==> src/core/rtcc_map.vh <==
// How it works
// - Mode field 0x0 wide counter, 0x1 narrow counter, 0x2 calendar, 0x3 reserved.
// - Mode field takes effect at once and raises no busy flag.
// - Written enable reads back at once; a change of enable raises the enable busy flag; core follows later.
//   The code starts no new handshake for a change written while that flag is already up.
// - Enable busy flag falls only after the core domain has acted.
// - Enable one means running, zero means stopped.
// - Writing zero to the soft reset bit changes nothing.
// - Soft reset restores all registers but debug control and leaves block disabled.
// - A write that sets soft reset discards every other field in it.
// - Soft reset bit reads one while in progress and clears itself when done.
// - Enable and soft reset cross into the core domain through synchronizers; the mode field crosses without one.
// - Each synchronized bit has its own synchronizer and own busy bit.
`ifndef RTCC_MAP_VH
`define RTCC_MAP_VH

// Fields of primary_control_reg.
`define RTCC_SOFT_RESET_BIT 0
`define RTCC_ENABLE_BIT 1
`define RTCC_MODE_LSB 2
`define RTCC_MODE_MSB 3
`define RTCC_CTRL_RESET 16'h0000

// Operating modes.
`define RTCC_MODE_WIDE 2'h0
`define RTCC_MODE_NARROW 2'h1
`define RTCC_MODE_CAL 2'h2
`define RTCC_MODE_RSVD 2'h3

// Bits of sync_pending_flags.
`define RTCC_SYNC_SOFT_RESET_BIT 0
`define RTCC_SYNC_ENABLE_BIT 1

// Core clock enable divider: one core tick every this many mclk cycles.
`define RTCC_CORE_DIV 4

`endif

==> src/core/rtcc_hs_chan.v <==
`timescale 1ns/100ps
// One request/acknowledge channel between the bus domain and the core domain.
// The core domain is the mclk domain gated by core_tick, so the core-side
// flops only move on ticks, just as they would on a slow generic clock.
module rtcc_hs_chan (
    // Clock and reset
    input wire mclk,
    input wire resetn,
    input wire core_tick,
    // Bus side
    input wire start,
    output reg busy,
    output reg done,
    // Core side
    output wire core_fire
);
    reg req_r;
    reg req_s1_r;
    reg req_s2_r;
    reg ack_r;
    reg ack_s1_r;
    reg ack_s2_r;
    wire busy_nxt;

    // The core acts once per request, on the tick where the request first lands.
    assign core_fire = core_tick & req_s2_r & ~ack_r;

    // Four-phase handshake: busy holds until the acknowledge has dropped again,
    // so a new request can never overlap the tail of the previous one.
    assign busy_nxt = req_r | ack_s2_r;

    always @(posedge mclk) begin
        if (!resetn) begin
            req_r <= 1'b0;
            ack_s1_r <= 1'b0;
            ack_s2_r <= 1'b0;
            busy <= 1'b0;
            done <= 1'b0;
        end else begin
            ack_s1_r <= ack_r;
            ack_s2_r <= ack_s1_r;
            if (start && !busy) begin
                req_r <= 1'b1;
            end else if (ack_s2_r) begin
                req_r <= 1'b0;
            end
            busy <= busy_nxt | (start & ~busy);
            done <= busy & ~busy_nxt & ~start;
        end
    end

    always @(posedge mclk) begin
        if (!resetn) begin
            req_s1_r <= 1'b0;
            req_s2_r <= 1'b0;
            ack_r <= 1'b0;
        end else if (core_tick) begin
            req_s1_r <= req_r;
            req_s2_r <= req_s1_r;
            ack_r <= req_s2_r;
        end
    end
endmodule // rtcc_hs_chan

==> src/core/rtcc_ctrl.v <==
`timescale 1ns/100ps
`include "rtcc_map.vh"
// Primary control register with mode, enable and soft reset, handing enable
// and reset over to the counting core through separate handshake channels.
module rtcc_ctrl #(
    parameter CORE_DIV = `RTCC_CORE_DIV
) (
    // Clock and reset
    input wire mclk,
    input wire resetn,
    // Register port
    input wire ctrl_wr,
    input wire [15:0] ctrl_wdata,
    input wire dbg_wr,
    input wire dbg_wdata,
    // Register readback
    output reg [15:0] ctrl_rdata,
    output reg [1:0] sync_pending_flags,
    output reg debug_run,
    // Core view
    output reg core_running,
    output reg [1:0] core_mode,
    output reg core_reset_pulse
);
    // Handshake channel numbers double as their bit positions in sync_pending_flags.
    localparam CH_RST = `RTCC_SYNC_SOFT_RESET_BIT;
    localparam CH_EN = `RTCC_SYNC_ENABLE_BIT;
    localparam NUM_CH = 2;
    localparam [15:0] CTRL_RESET = `RTCC_CTRL_RESET;

    reg [1:0] mode_r;
    reg [1:0] mode_nxt;
    reg enable_r;
    reg enable_nxt;
    reg soft_reset_r;
    reg soft_reset_nxt;
    reg [15:0] ctrl_rdata_nxt;
    reg [7:0] div_r;
    reg core_tick_r;
    reg core_run_r;
    wire wr_soft_reset;
    wire wr_normal;
    wire [NUM_CH-1:0] ch_start;
    wire [NUM_CH-1:0] ch_busy;
    wire [NUM_CH-1:0] ch_done;
    wire [NUM_CH-1:0] ch_fire;
    wire unused_en_done;
    genvar g;

    // A write is taken only while no soft reset is in flight; the soft reset
    // bit then decides which of the two kinds of write it is.
    function write_kind;
        input wr;
        input pending;
        input reset_bit;
        input want_reset;
        begin
            write_kind = wr & ~pending & (reset_bit == want_reset);
        end
    endfunction

    // A soft reset write carries nothing else, so its other fields are dropped here.
    assign wr_soft_reset = write_kind(ctrl_wr, soft_reset_r,
        ctrl_wdata[`RTCC_SOFT_RESET_BIT], 1'b1);
    assign wr_normal = write_kind(ctrl_wr, soft_reset_r,
        ctrl_wdata[`RTCC_SOFT_RESET_BIT], 1'b0);

    // Core clock enable: one tick every CORE_DIV cycles. The divider is eight bits
    // wide, so CORE_DIV must stay between 1 and 256.
    always @(posedge mclk) begin
        if (!resetn) begin
            div_r <= 8'h00;
            core_tick_r <= 1'b0;
        end else if (div_r == CORE_DIV[7:0] - 8'h01) begin
            div_r <= 8'h00;
            core_tick_r <= 1'b1;
        end else begin
            div_r <= div_r + 8'h01;
            core_tick_r <= 1'b0;
        end
    end

    // Only a change of the enable bit needs the core to act; writing the value
    // already held costs no handshake and raises no busy flag.
    assign ch_start[CH_EN] = wr_normal & (ctrl_wdata[`RTCC_ENABLE_BIT] != enable_r);
    assign ch_start[CH_RST] = wr_soft_reset;

    // One channel per synchronized bit, each with its own busy flag.
    generate
        for (g = 0; g < NUM_CH; g = g + 1) begin : g_chan
            rtcc_hs_chan u_chan (
                .mclk(mclk),
                .resetn(resetn),
                .core_tick(core_tick_r),
                .start(ch_start[g]),
                .busy(ch_busy[g]),
                .done(ch_done[g]),
                .core_fire(ch_fire[g])
            );
        end
    endgenerate

    // Bus-side next state. A completed soft reset outranks everything, and no
    // write can meet it in the same cycle because writes are refused meanwhile.
    always @* begin
        mode_nxt = mode_r;
        enable_nxt = enable_r;
        soft_reset_nxt = soft_reset_r;
        if (ch_done[CH_RST]) begin
            mode_nxt = CTRL_RESET[`RTCC_MODE_MSB:`RTCC_MODE_LSB];
            enable_nxt = CTRL_RESET[`RTCC_ENABLE_BIT];
            soft_reset_nxt = 1'b0;
        end else if (wr_soft_reset) begin
            soft_reset_nxt = 1'b1;
        end else if (wr_normal) begin
            // The mode is not synchronized, so it is live from this write on.
            mode_nxt = ctrl_wdata[`RTCC_MODE_MSB:`RTCC_MODE_LSB];
            enable_nxt = ctrl_wdata[`RTCC_ENABLE_BIT];
        end
    end

    // Bus-side registers.
    always @(posedge mclk) begin
        if (!resetn) begin
            mode_r <= CTRL_RESET[`RTCC_MODE_MSB:`RTCC_MODE_LSB];
        end else begin
            mode_r <= mode_nxt;
        end
    end

    always @(posedge mclk) begin
        if (!resetn) begin
            enable_r <= CTRL_RESET[`RTCC_ENABLE_BIT];
        end else begin
            enable_r <= enable_nxt;
        end
    end

    always @(posedge mclk) begin
        if (!resetn) begin
            soft_reset_r <= CTRL_RESET[`RTCC_SOFT_RESET_BIT];
        end else begin
            soft_reset_r <= soft_reset_nxt;
        end
    end

    // Debug control survives the soft reset; of the two resets, only the hard reset clears it.
    always @(posedge mclk) begin
        if (!resetn) begin
            debug_run <= 1'b0;
        end else if (dbg_wr) begin
            debug_run <= dbg_wdata;
        end
    end

    // Core-domain state moves only on core ticks, when a handshake lands.
    // The enable value is not held while its channel is busy, since only a soft reset
    // refuses writes; it is sampled here as it stands on the tick the handshake lands.
    always @(posedge mclk) begin
        if (!resetn) begin
            core_run_r <= 1'b0;
            core_reset_pulse <= 1'b0;
        end else begin
            core_reset_pulse <= ch_fire[CH_RST];
            if (ch_fire[CH_RST]) begin
                core_run_r <= 1'b0;
            end else if (ch_fire[CH_EN]) begin
                core_run_r <= enable_r;
            end
        end
    end

    // Readback word, laid out by the field positions.
    always @* begin
        ctrl_rdata_nxt = 16'h0000;
        ctrl_rdata_nxt[`RTCC_MODE_MSB:`RTCC_MODE_LSB] = mode_r;
        ctrl_rdata_nxt[`RTCC_ENABLE_BIT] = enable_r;
        ctrl_rdata_nxt[`RTCC_SOFT_RESET_BIT] = soft_reset_r;
    end

    // Outputs, each straight from its own flip-flop.
    always @(posedge mclk) begin
        if (!resetn) begin
            ctrl_rdata <= CTRL_RESET;
        end else begin
            ctrl_rdata <= ctrl_rdata_nxt;
        end
    end

    always @(posedge mclk) begin
        if (!resetn) begin
            sync_pending_flags <= 2'h0;
        end else begin
            sync_pending_flags <= ch_busy;
        end
    end

    always @(posedge mclk) begin
        if (!resetn) begin
            core_running <= 1'b0;
        end else begin
            core_running <= core_run_r;
        end
    end

    always @(posedge mclk) begin
        if (!resetn) begin
            core_mode <= CTRL_RESET[`RTCC_MODE_MSB:`RTCC_MODE_LSB];
        end else begin
            core_mode <= mode_r;
        end
    end

    // The enable channel needs no completion strobe: its busy flag says it all.
    assign unused_en_done = ch_done[CH_EN];
endmodule // rtcc_ctrl

==> config.mk <==
export PLATFORM = sky130hd
export DESIGN_NAME = rtcc_ctrl
export DESIGN_NICKNAME = d
export VERILOG_FILES = /design/src/core/rtcc_hs_chan.v /design/src/core/rtcc_ctrl.v
export VERILOG_INCLUDE_DIRS = /design/src /design/src/core
export SDC_FILE = /design/constraint.sdc
export NUM_CORES = 1
export LEC_CHECK = 0
export ABC_AREA = 1
export BUFFER_PORTS_ARGS = -buffer_cell sky130_fd_sc_hd__buf_2
export CAP_MARGIN = 0
export CORE_MARGIN = 3
export CORE_UTILIZATION = 54
export DETAILED_ROUTE_END_ITERATION = 16
export PLACE_DENSITY = 0.83
export SETUP_SLACK_MARGIN = 0.2
export SYNTH_ARGS = -nofsm -noshare
export SYNTH_HDL_FRONTEND = slang
export SYNTH_SLANG_ARGS = --single-unit
export TNS_END_PERCENT = 20
==> constraint.sdc <==
create_clock -name mclk -period 2.98 [get_ports mclk]
set_input_delay 0.298 -clock mclk [delete_from_list [all_inputs] [get_ports mclk]]
set_output_delay 0.298 -clock mclk [all_outputs]
set_load 0.01 [all_outputs]
After elaboration in Yosys (flattened, before gate mapping)
Cells that the tools add are included.
{ "op_classes": {"bitwise": 25, "mux": 5, "n_reduce_logical": 10, "eq_ne": 2, "addsub": 1} }
{ "ops": {"columns": ["cell", "n"], "rows": [
  ["1-bit bitwise AND", 12],
  ["1-bit NOT", 9],
  ["8-bit by 1-bit adder with 8-bit output, second input constant", 1],
  ["8-bit by 2-bit equality test with 1-bit output, second input constant", 1],
  ["2-bit OR reduction", 3],
  ["1-bit 2-to-1 mux", 5],
  ["1-bit OR", 4],
  ["2-bit nonzero test", 2],
  ["1-bit logical AND", 2],
  ["1-bit logical NOT", 2],
  ["2-bit AND reduction", 1],
  ["1-bit != test", 1]
]} }
{ "totals": {"elab_cells": 71, "regBits": 52, "output_inout_bits": 23} }

Depth between registers and ports, before layout
Gate-level depths: netlist of the first run.
{ "depth": {"depth_word": 6, "depth_mapped": 6, "ltp_nobuf": 6} }

Modules after synthesis
A second synthesis of the first run with hierarchy kept.
{ "unflattened": {"cells_unflattened": 206, "area_unflattened_um2": 1554.0} }
{ "by_module_without_submodules": {"columns": ["mod", "seq_area_each_um2", "n_inst", "cells_per_inst", "area_per_inst_um2"], "rows": [
  ["rtcc_ctrl", 460.4, 1, 136, 1018.5],
  ["rtcc_hs_chan", 160.2, 2, 35, 267.8]
]} }

Worst setup path before layout of the first run
OpenSTA, ideal clock, no wires.
{ "synth_timing": {"kind": "flip-flop to flip-flop", "startpoint": "register div_r[0]", "endpoint": "register div_r[7]", "setup_slack_ns": 1.884, "arrival_time_ns": 0.982, "required_ns": 2.866, "path_buffers": 0, "stages_incl_launch_ff": 7, "path_cell_list": "dfxtp_1 ha_1 nand2_1 nor2_2 inv_2 nand2_4 nor2_2"} }
{ "synth_via": {"elab_chain_len": 2} }
{ "synth_rtl": {"columns": ["item", "line", "source"], "rows": [
  ["start, declared", "rtcc_ctrl.v:38", "reg [7:0] div_r;"],
  ["start signal, assigned", "rtcc_ctrl.v:78", "div_r <= div_r + 8'h01;"],
  ["parallel branches: the longest is 2 deep, another holds 8-bit by 1-bit adder with 8-bit output", null, null]
]} }
Parallel ways; which one is timed is not known.
A chain may end at the register's enable or synchronous reset.

Final worst setup path of the first run
{ "layout_timing": {"startpoint": "register div_r[0]", "endpoint": "register div_r[0]"} }
The elaborated chain is that of the path after synthesis.

==> run metrics, run 1 <==
pre-CTS setup slack about 1.7 ns; Total Routing Usage GR between 10% and 20%; final WL 2100 um; grt total ovfl 0; layout cells sized above 1 between 20% and 30%; clock skew slightly above 0.007 ns; post-synthesis sequential area ratio between 50% and 60%; Synth Warn # 0; vias per inst 4.69; Hold/Removal Path Class in2reg; Critical Path AT ~1.4 ns; Reg clk slew, reported paths about 0.1 ns; fmax roughly 830 MHz; die width between 50 and 60 um; DR top layer met4; adder-cell share of the synthesized area less than 1%; Mapped Area 1480 um^2; CP Launch Type register; met2 routed WL around 980 um; Num CTS Buffers 5; combinational family with the most area after synthesis simple AND/OR/NAND/NOR gates; met3 WL around 180 um; Initial DRT Pass Iterations 4; kind of end point of the critical path register; CTS tree yes; Post-Synthesis Cells approximately 180; post-CTS resize count 0; area leader, netlist dfxtp_1; clk buf depth 2; clock period minus worst slack roughly 1.2 ns; status completed; Simple-Gate Fraction of Synth Area approximately 24%; worst vdd ir about 0.00035 V; setup ws final roughly 1.8 ns; post-synthesis mux area share 0%; dpl cells 226; WL per Instance ~9 um; P&R area growth vs syn 7.59%; Die Area roughly 3400 um^2; Diodes inserted 0; Compound-Gate Fraction of Synth Area approximately 7.3%; I/O Buffers 19; P_leak approximately 0.80 nW; # rows 18; Unique masters post-synth 24; CTS HTree Levels 2; core footprint roughly 2500 um^2; CP Class reg2reg; setup_tns 0 ns; Pwr per Cell Area roughly 550 nW/um^2; maxcap violations 0; final hold viol count 0; Setup Fix Bufs, Post-CTS 0; clk sinks 38; drt initial violations 14; worst skew pair latency between 0.3 and 0.4 ns; fin crit share approximately two fifths; Min Hold Slack ~0.14 ns; DP HPWL roughly 1600 um; Worst EP required around 3.2 ns; Syn Area/Cell between 8 and 9 um^2; CTS Root Buffer Type clkbuf_4; Ports 44; Non-Filler Instances 234; first-pass GRT wire length about 3700 um; max-slew violations 0; synthesized flop and latch total 38; area share of the largest cell type after synthesis around 50%; drt drc 0; routability congestion estimate around 0.78; Max Fanout on Critical Path 7; hold buffers post-CTS 0; Via Count 1098; wl on met1 between 900 and 1000 um; Synth area leaders dfxtp_1 (51%), nand2_1 (8.9%), buf_4 (8.1%), inv_1 (5.1%), nor2_1 (5.1%); Post-Synth XOR/XNOR Area ~1.8%; RSZ-0062 raised after global routing false; largest net degree at the start of global routing 21; Final nets ~230; Final Setup Violations 0; Initial Utilization between 50% and 60%; Die Ht a little under 60 um; vias in the first global route slightly below 1000; initial antenna violation count 0; Final ANT Viol Nets 0
final timing paths:
| check | from | to | slack, ns | depth (start not counted) |
|---|---|---|---|---|
| setup / recovery | div_r[0]$_SDFF_PP0_ | div_r[0]$_SDFF_PP0_ | 1.78 | 6 |
| setup reg to reg | div_r[0]$_SDFF_PP0_ | div_r[0]$_SDFF_PP0_ | 1.78 | 6 |
| hold / removal | dbg_wr | debug_run$_SDFFE_PN0P_ | 0.14 | 2 |
| hold reg to reg | g_chan[0].u_chan.ack_s1_r$_SDFF_PN0_ | g_chan[0].u_chan.ack_s2_r$_SDFF_PN0_ | 0.43 | 2 |
power by group:
group          switching [mW]  total (mW)  internal (mW)  leakage (nW)
sequential             0.0127       0.539          0.526         0.309
clock                   0.161       0.274          0.113        0.0343
combinational          0.0431      0.0678         0.0247         0.454
worst max-delay path, cell delays in order (launching register included):
cell and delay, ns:
dfxtp_1 0.41, ha_1 0.25, nand2_1 0.09, nor2_2 0.13, inv_2 0.06, nand2_4 0.12, nor2_2 0.05
metal layers:
| metal | track usage (%) | vias up |
|---|---|---|
| li1 | - | 573 |
| met1 | 15.4 | 488 |
| met2 | 23.9 | 31 |
| met3 | 6.14 | 6 |
| met4 | 5.96 | 0 |
| met5 | 0 | - |
final cells by class:
type | instances | area (um^2)
fill | 234 | 948
sequential | 38 | 761
multi-input combinational | 116 | 553
timing repair buffer | 19 | 95.1
inverter | 23 | 86.3
clock buffer | 6 | 51.3
tap | 30 | 37.5
clock inverter | 2 | 12.5
registers in the layout, summed over array words and instances, names as in the netlist, 2 cells and up:
name                    flops
ctrl_rdata                  4
g_chan.u_chan.ack_s1_r      2
g_chan.u_chan.req_s1_r      2
g_chan.u_chan.req_r         2
sync_pending_flags          2
g_chan.u_chan.busy          2
g_chan.u_chan.ack_r         2
g_chan.u_chan.req_s2_r      2
g_chan.u_chan.ack_s2_r      2
mode_r                      2
div_r                       8
stage by stage:
stage / util [%] / area, um^2 / power, mW
global route: 62.7 / 1600 / 0.932
finish: 62.7 / 1600 / 0.881
floorplan: - / 1530 / 0.614
detailed placement: 60.2 / 1530 / 0.620
CTS: 62.7 / 1600 / 0.898
global placement: 60.2 / 1530 / 0.617
cells in the mapped netlist:
cell type	number
nor2_1	20
or2_1	2
dfxtp_1	38
o22ai_1	1
o21ai_0	6
or2_0	1
xor2_1	2
nand3_1	6
buf_2	1
nor2_2	10
conb_1	1
nand2_4	1
nand2_1	35
o21ai_1	2
o21bai_1	1
nand3_2	1
xnor2_1	1
a21oi_1	11
nand3b_1	2
buf_4	16
nand2_2	1
inv_2	3
ha_1	1
inv_1	20
cells in the final DEF (no fill, tap or decap):
cell         n
o21ai_1      2
o21bai_1     1
nand2_1     35
nor2_2      10
clkinvlp_4   1
a21oi_1     11
nor2_1      20
conb_1      12
nand2_4      1
buf_2       19
xor2_1       2
o22ai_1      1
nand3b_1     2
dfxtp_1     38
or2_1        2
nand3_2      1
xnor2_1      1
nand2_2      1
inv_1       20
inv_2        3
clkinv_2     1
or2_0        1
nand3_1      6
o21ai_0      6
clkbuf_8     1
clkbuf_4     5
ha_1         1
cell families (layout without fill, tap and decap cells):
family                     count (synthesis)  in the layout
AOI/OAI and AO/OA                         21             21
xor gates and xnor gates                   3              3
adders and majority gates                  1              1
buffers and inverters                     40             50
DFF                                       38             38
other                                      1             12
and+or+nand+nor                           79             79
Power figures use the tool's default switching activity.
==> run 2: changes to the inputs <==
Settings changed: CORE_UTILIZATION 54 to 45, PLACE_DENSITY 0.83 to 0.74.
Clock period 2.98 ns to 1.1 ns, I/O delays scaled along.
==> run 2 against run 1 <==
Net effect:
- combinational power rose to 3.4 times the previous value
- critical path type unchanged
- core utilization fell by 7.4 points
- count of clock-buffer cells in the layout rose by 1
- final area rose by 7.5%
- cell count rose by 9.0%
- via count fell by 0.46%
- wire length rose by 9.9%
- largest power group unchanged
==> run metrics, run 2 (same netlist as run 1, synthesis figures left out) <==
status completed; final hold viol count 0; CP Launch Type register; Hold/Removal Path Class in2reg; Crit Reg-Reg Endpoint div_r[6]$_SDFF_PP0_; clock skew approximately 0.011 ns; hold endpoint mode_r[1]$_SDFFE_PP0P_; Final ANT Viol Nets 0; max FFs per register 8; Diodes inserted 0; Reg clk slew, reported paths between 0.1 and 0.15 ns; worst reg2reg path depth 6; Final Instance Area 1720 um^2; worst path bufs/invs 1; layout cells sized above 1 26.5%; P_leak ~0.84 nW; clk sinks 38; most common cell after layout, fill and taps aside nand2_1; fin crit share between 90 and 100%; RSZ-0062 raised after global routing true; Num CTS Buffers 5; clock period minus worst slack 1.02 ns; CP Class reg2reg; max-slew violations 0; Initial Utilization between 40% and 50%; CP top delay family flip-flops; Pwr per Cell Area between 1500 and 2000 nW/um^2; Max Fanout on Critical Path 7; setup_tns 0 ns; routability congestion estimate about 0.75; Via Count roughly 1100; Final Setup Violations 0; worst vdd ir 0.000906 V; grt total ovfl 0; Min Hold Slack between 0.007 and 0.008 ns; area post-placement about 1600 um^2; Worst path slowest cell dfxtp_2; WL per Instance slightly above 9 um; worst r2r src div_r[0]$_SDFF_PP0_; CTS Root Buffer Type clkbuf_4; worst skew pair latency around 0.35 ns; first-pass GRT wire length around 4000 um; Slowest Stage Delay on Critical Path approximately 0.37 ns; WHS Path Cells 3; min-delay src ctrl_wdata[3]; kind of end point of the critical path register; CTS tree yes; Final nets about 230; Core Util, Final a little under three fifths; vias per inst around 4.3; final WL about 2300 um; P&R area growth vs syn 15.7%; Ports 44; drt initial violations 46; Largest regs div_r x8, ctrl_rdata x4; critical-path cell list ha_4, nand2_2, nor2_4, inv_2, nand2_4, nor2_2; FILL cells between 200 and 300; vias in the first global route a little under 1000; Worst EP required roughly 1.3 ns; Initial DRT Pass Iterations 3; Critical Path AT 1.26 ns; # rows 20; die width 63.4 um; Die Area 4020 um^2; drt drc 0; setup ws final around 0.077 ns; most frequent cells in the layout nand2_1 (34), dfxtp_1 (33), inv_1 (19), nor2_1 (19), buf_2 (19); initial antenna violation count 0; Total Routing Usage GR between 10% and 20%; core footprint 3100 um^2; fmax roughly 980 MHz; pre-CTS setup slack 0.0784 ns; largest net degree at the start of global routing 13; R2R Setup Slk around 0.077 ns; clk buf depth 2; CTS HTree Levels 2; I/O Buffers 19; Die Ht 63.4 um; maxcap violations 0; Most flops, register div_r; DP HPWL about 1600 um
[run 2: changes by cell type in the layout (fill, tap and decap cells not counted), sizes merged]
cell	delta
buf	+5
bufinv	+1
clkinvlp	-1
dlygate4sd3	+2
clkbuf	+1
clkinv	-1
[run 2: worst max path at each step]
stage | depth (start not counted) | endpoint | startpoint
after detailed placement | 6 | div_r[0]$_SDFF_PP0_ | div_r[1]$_SDFF_PP0_
after floorplan | 6 | div_r[2]$_SDFF_PP0_ | div_r[0]$_SDFF_PP0_
after global routing | 6 | div_r[6]$_SDFF_PP0_ | div_r[0]$_SDFF_PP0_
final | 6 | div_r[6]$_SDFF_PP0_ | div_r[0]$_SDFF_PP0_
after CTS | 6 | div_r[2]$_SDFF_PP0_ | div_r[1]$_SDFF_PP0_
after global placement | 6 | div_r[4]$_SDFF_PP0_ | div_r[1]$_SDFF_PP0_
[run 2: layout make-up]
class	instances	area, um^2	area share, %
flip-flops and latches	38	767	44.7
multi-input cells	116	581	33.8
repair buffers	26	153	8.89
inverters	23	86.3	5.03
well taps	44	55.1	3.21
clock buffers	7	45.0	2.62
clock inverters	1	30.0	1.75
[run 2: metrics by stage]
| stage | total power, mW | instances |
|---|---|---|
| floorplan | 1.67 | 194 |
| global placement | 1.70 | 243 |
| detailed placement | 1.70 | 243 |
| CTS | 2.62 | 255 |
| global route | 2.73 | 255 |
| finish | 2.61 | 255 |
[run 2: what timing repair did]
| action | CTS | global route |
|---|---|---|
| endpoints found under the setup margin | 21 | 32 |
| setup buffers | 2 | 0 |
| gates resized for setup | 0 | 7 |
| pin swaps | 1 | 6 |
| hold buffers | 2 | 0 |
| endpoints found under the hold margin | 1 | 0 |
[run 2: layer usage]
layer  routed length, um  share of wire [%]  global-route usage (%)
met2                1030                 45                    19.8
met5                   0                  0                       0
met3                 180                7.8                    5.88
met1                1040                 45                    14.6
met4                  58                2.5                    8.36
[run 2: power by group]
group | switching [mW] | internal, mW
clock network | 0.433 | 0.482
registers | 0.0351 | 1.43
logic | 0.132 | 0.0963
total | 0.600 | 2.01
[run 2: worst min-delay path, cell delays in order]
cell     delay (ns)
buf_2          0.10
nand2_1        0.05
a21oi_1        0.05
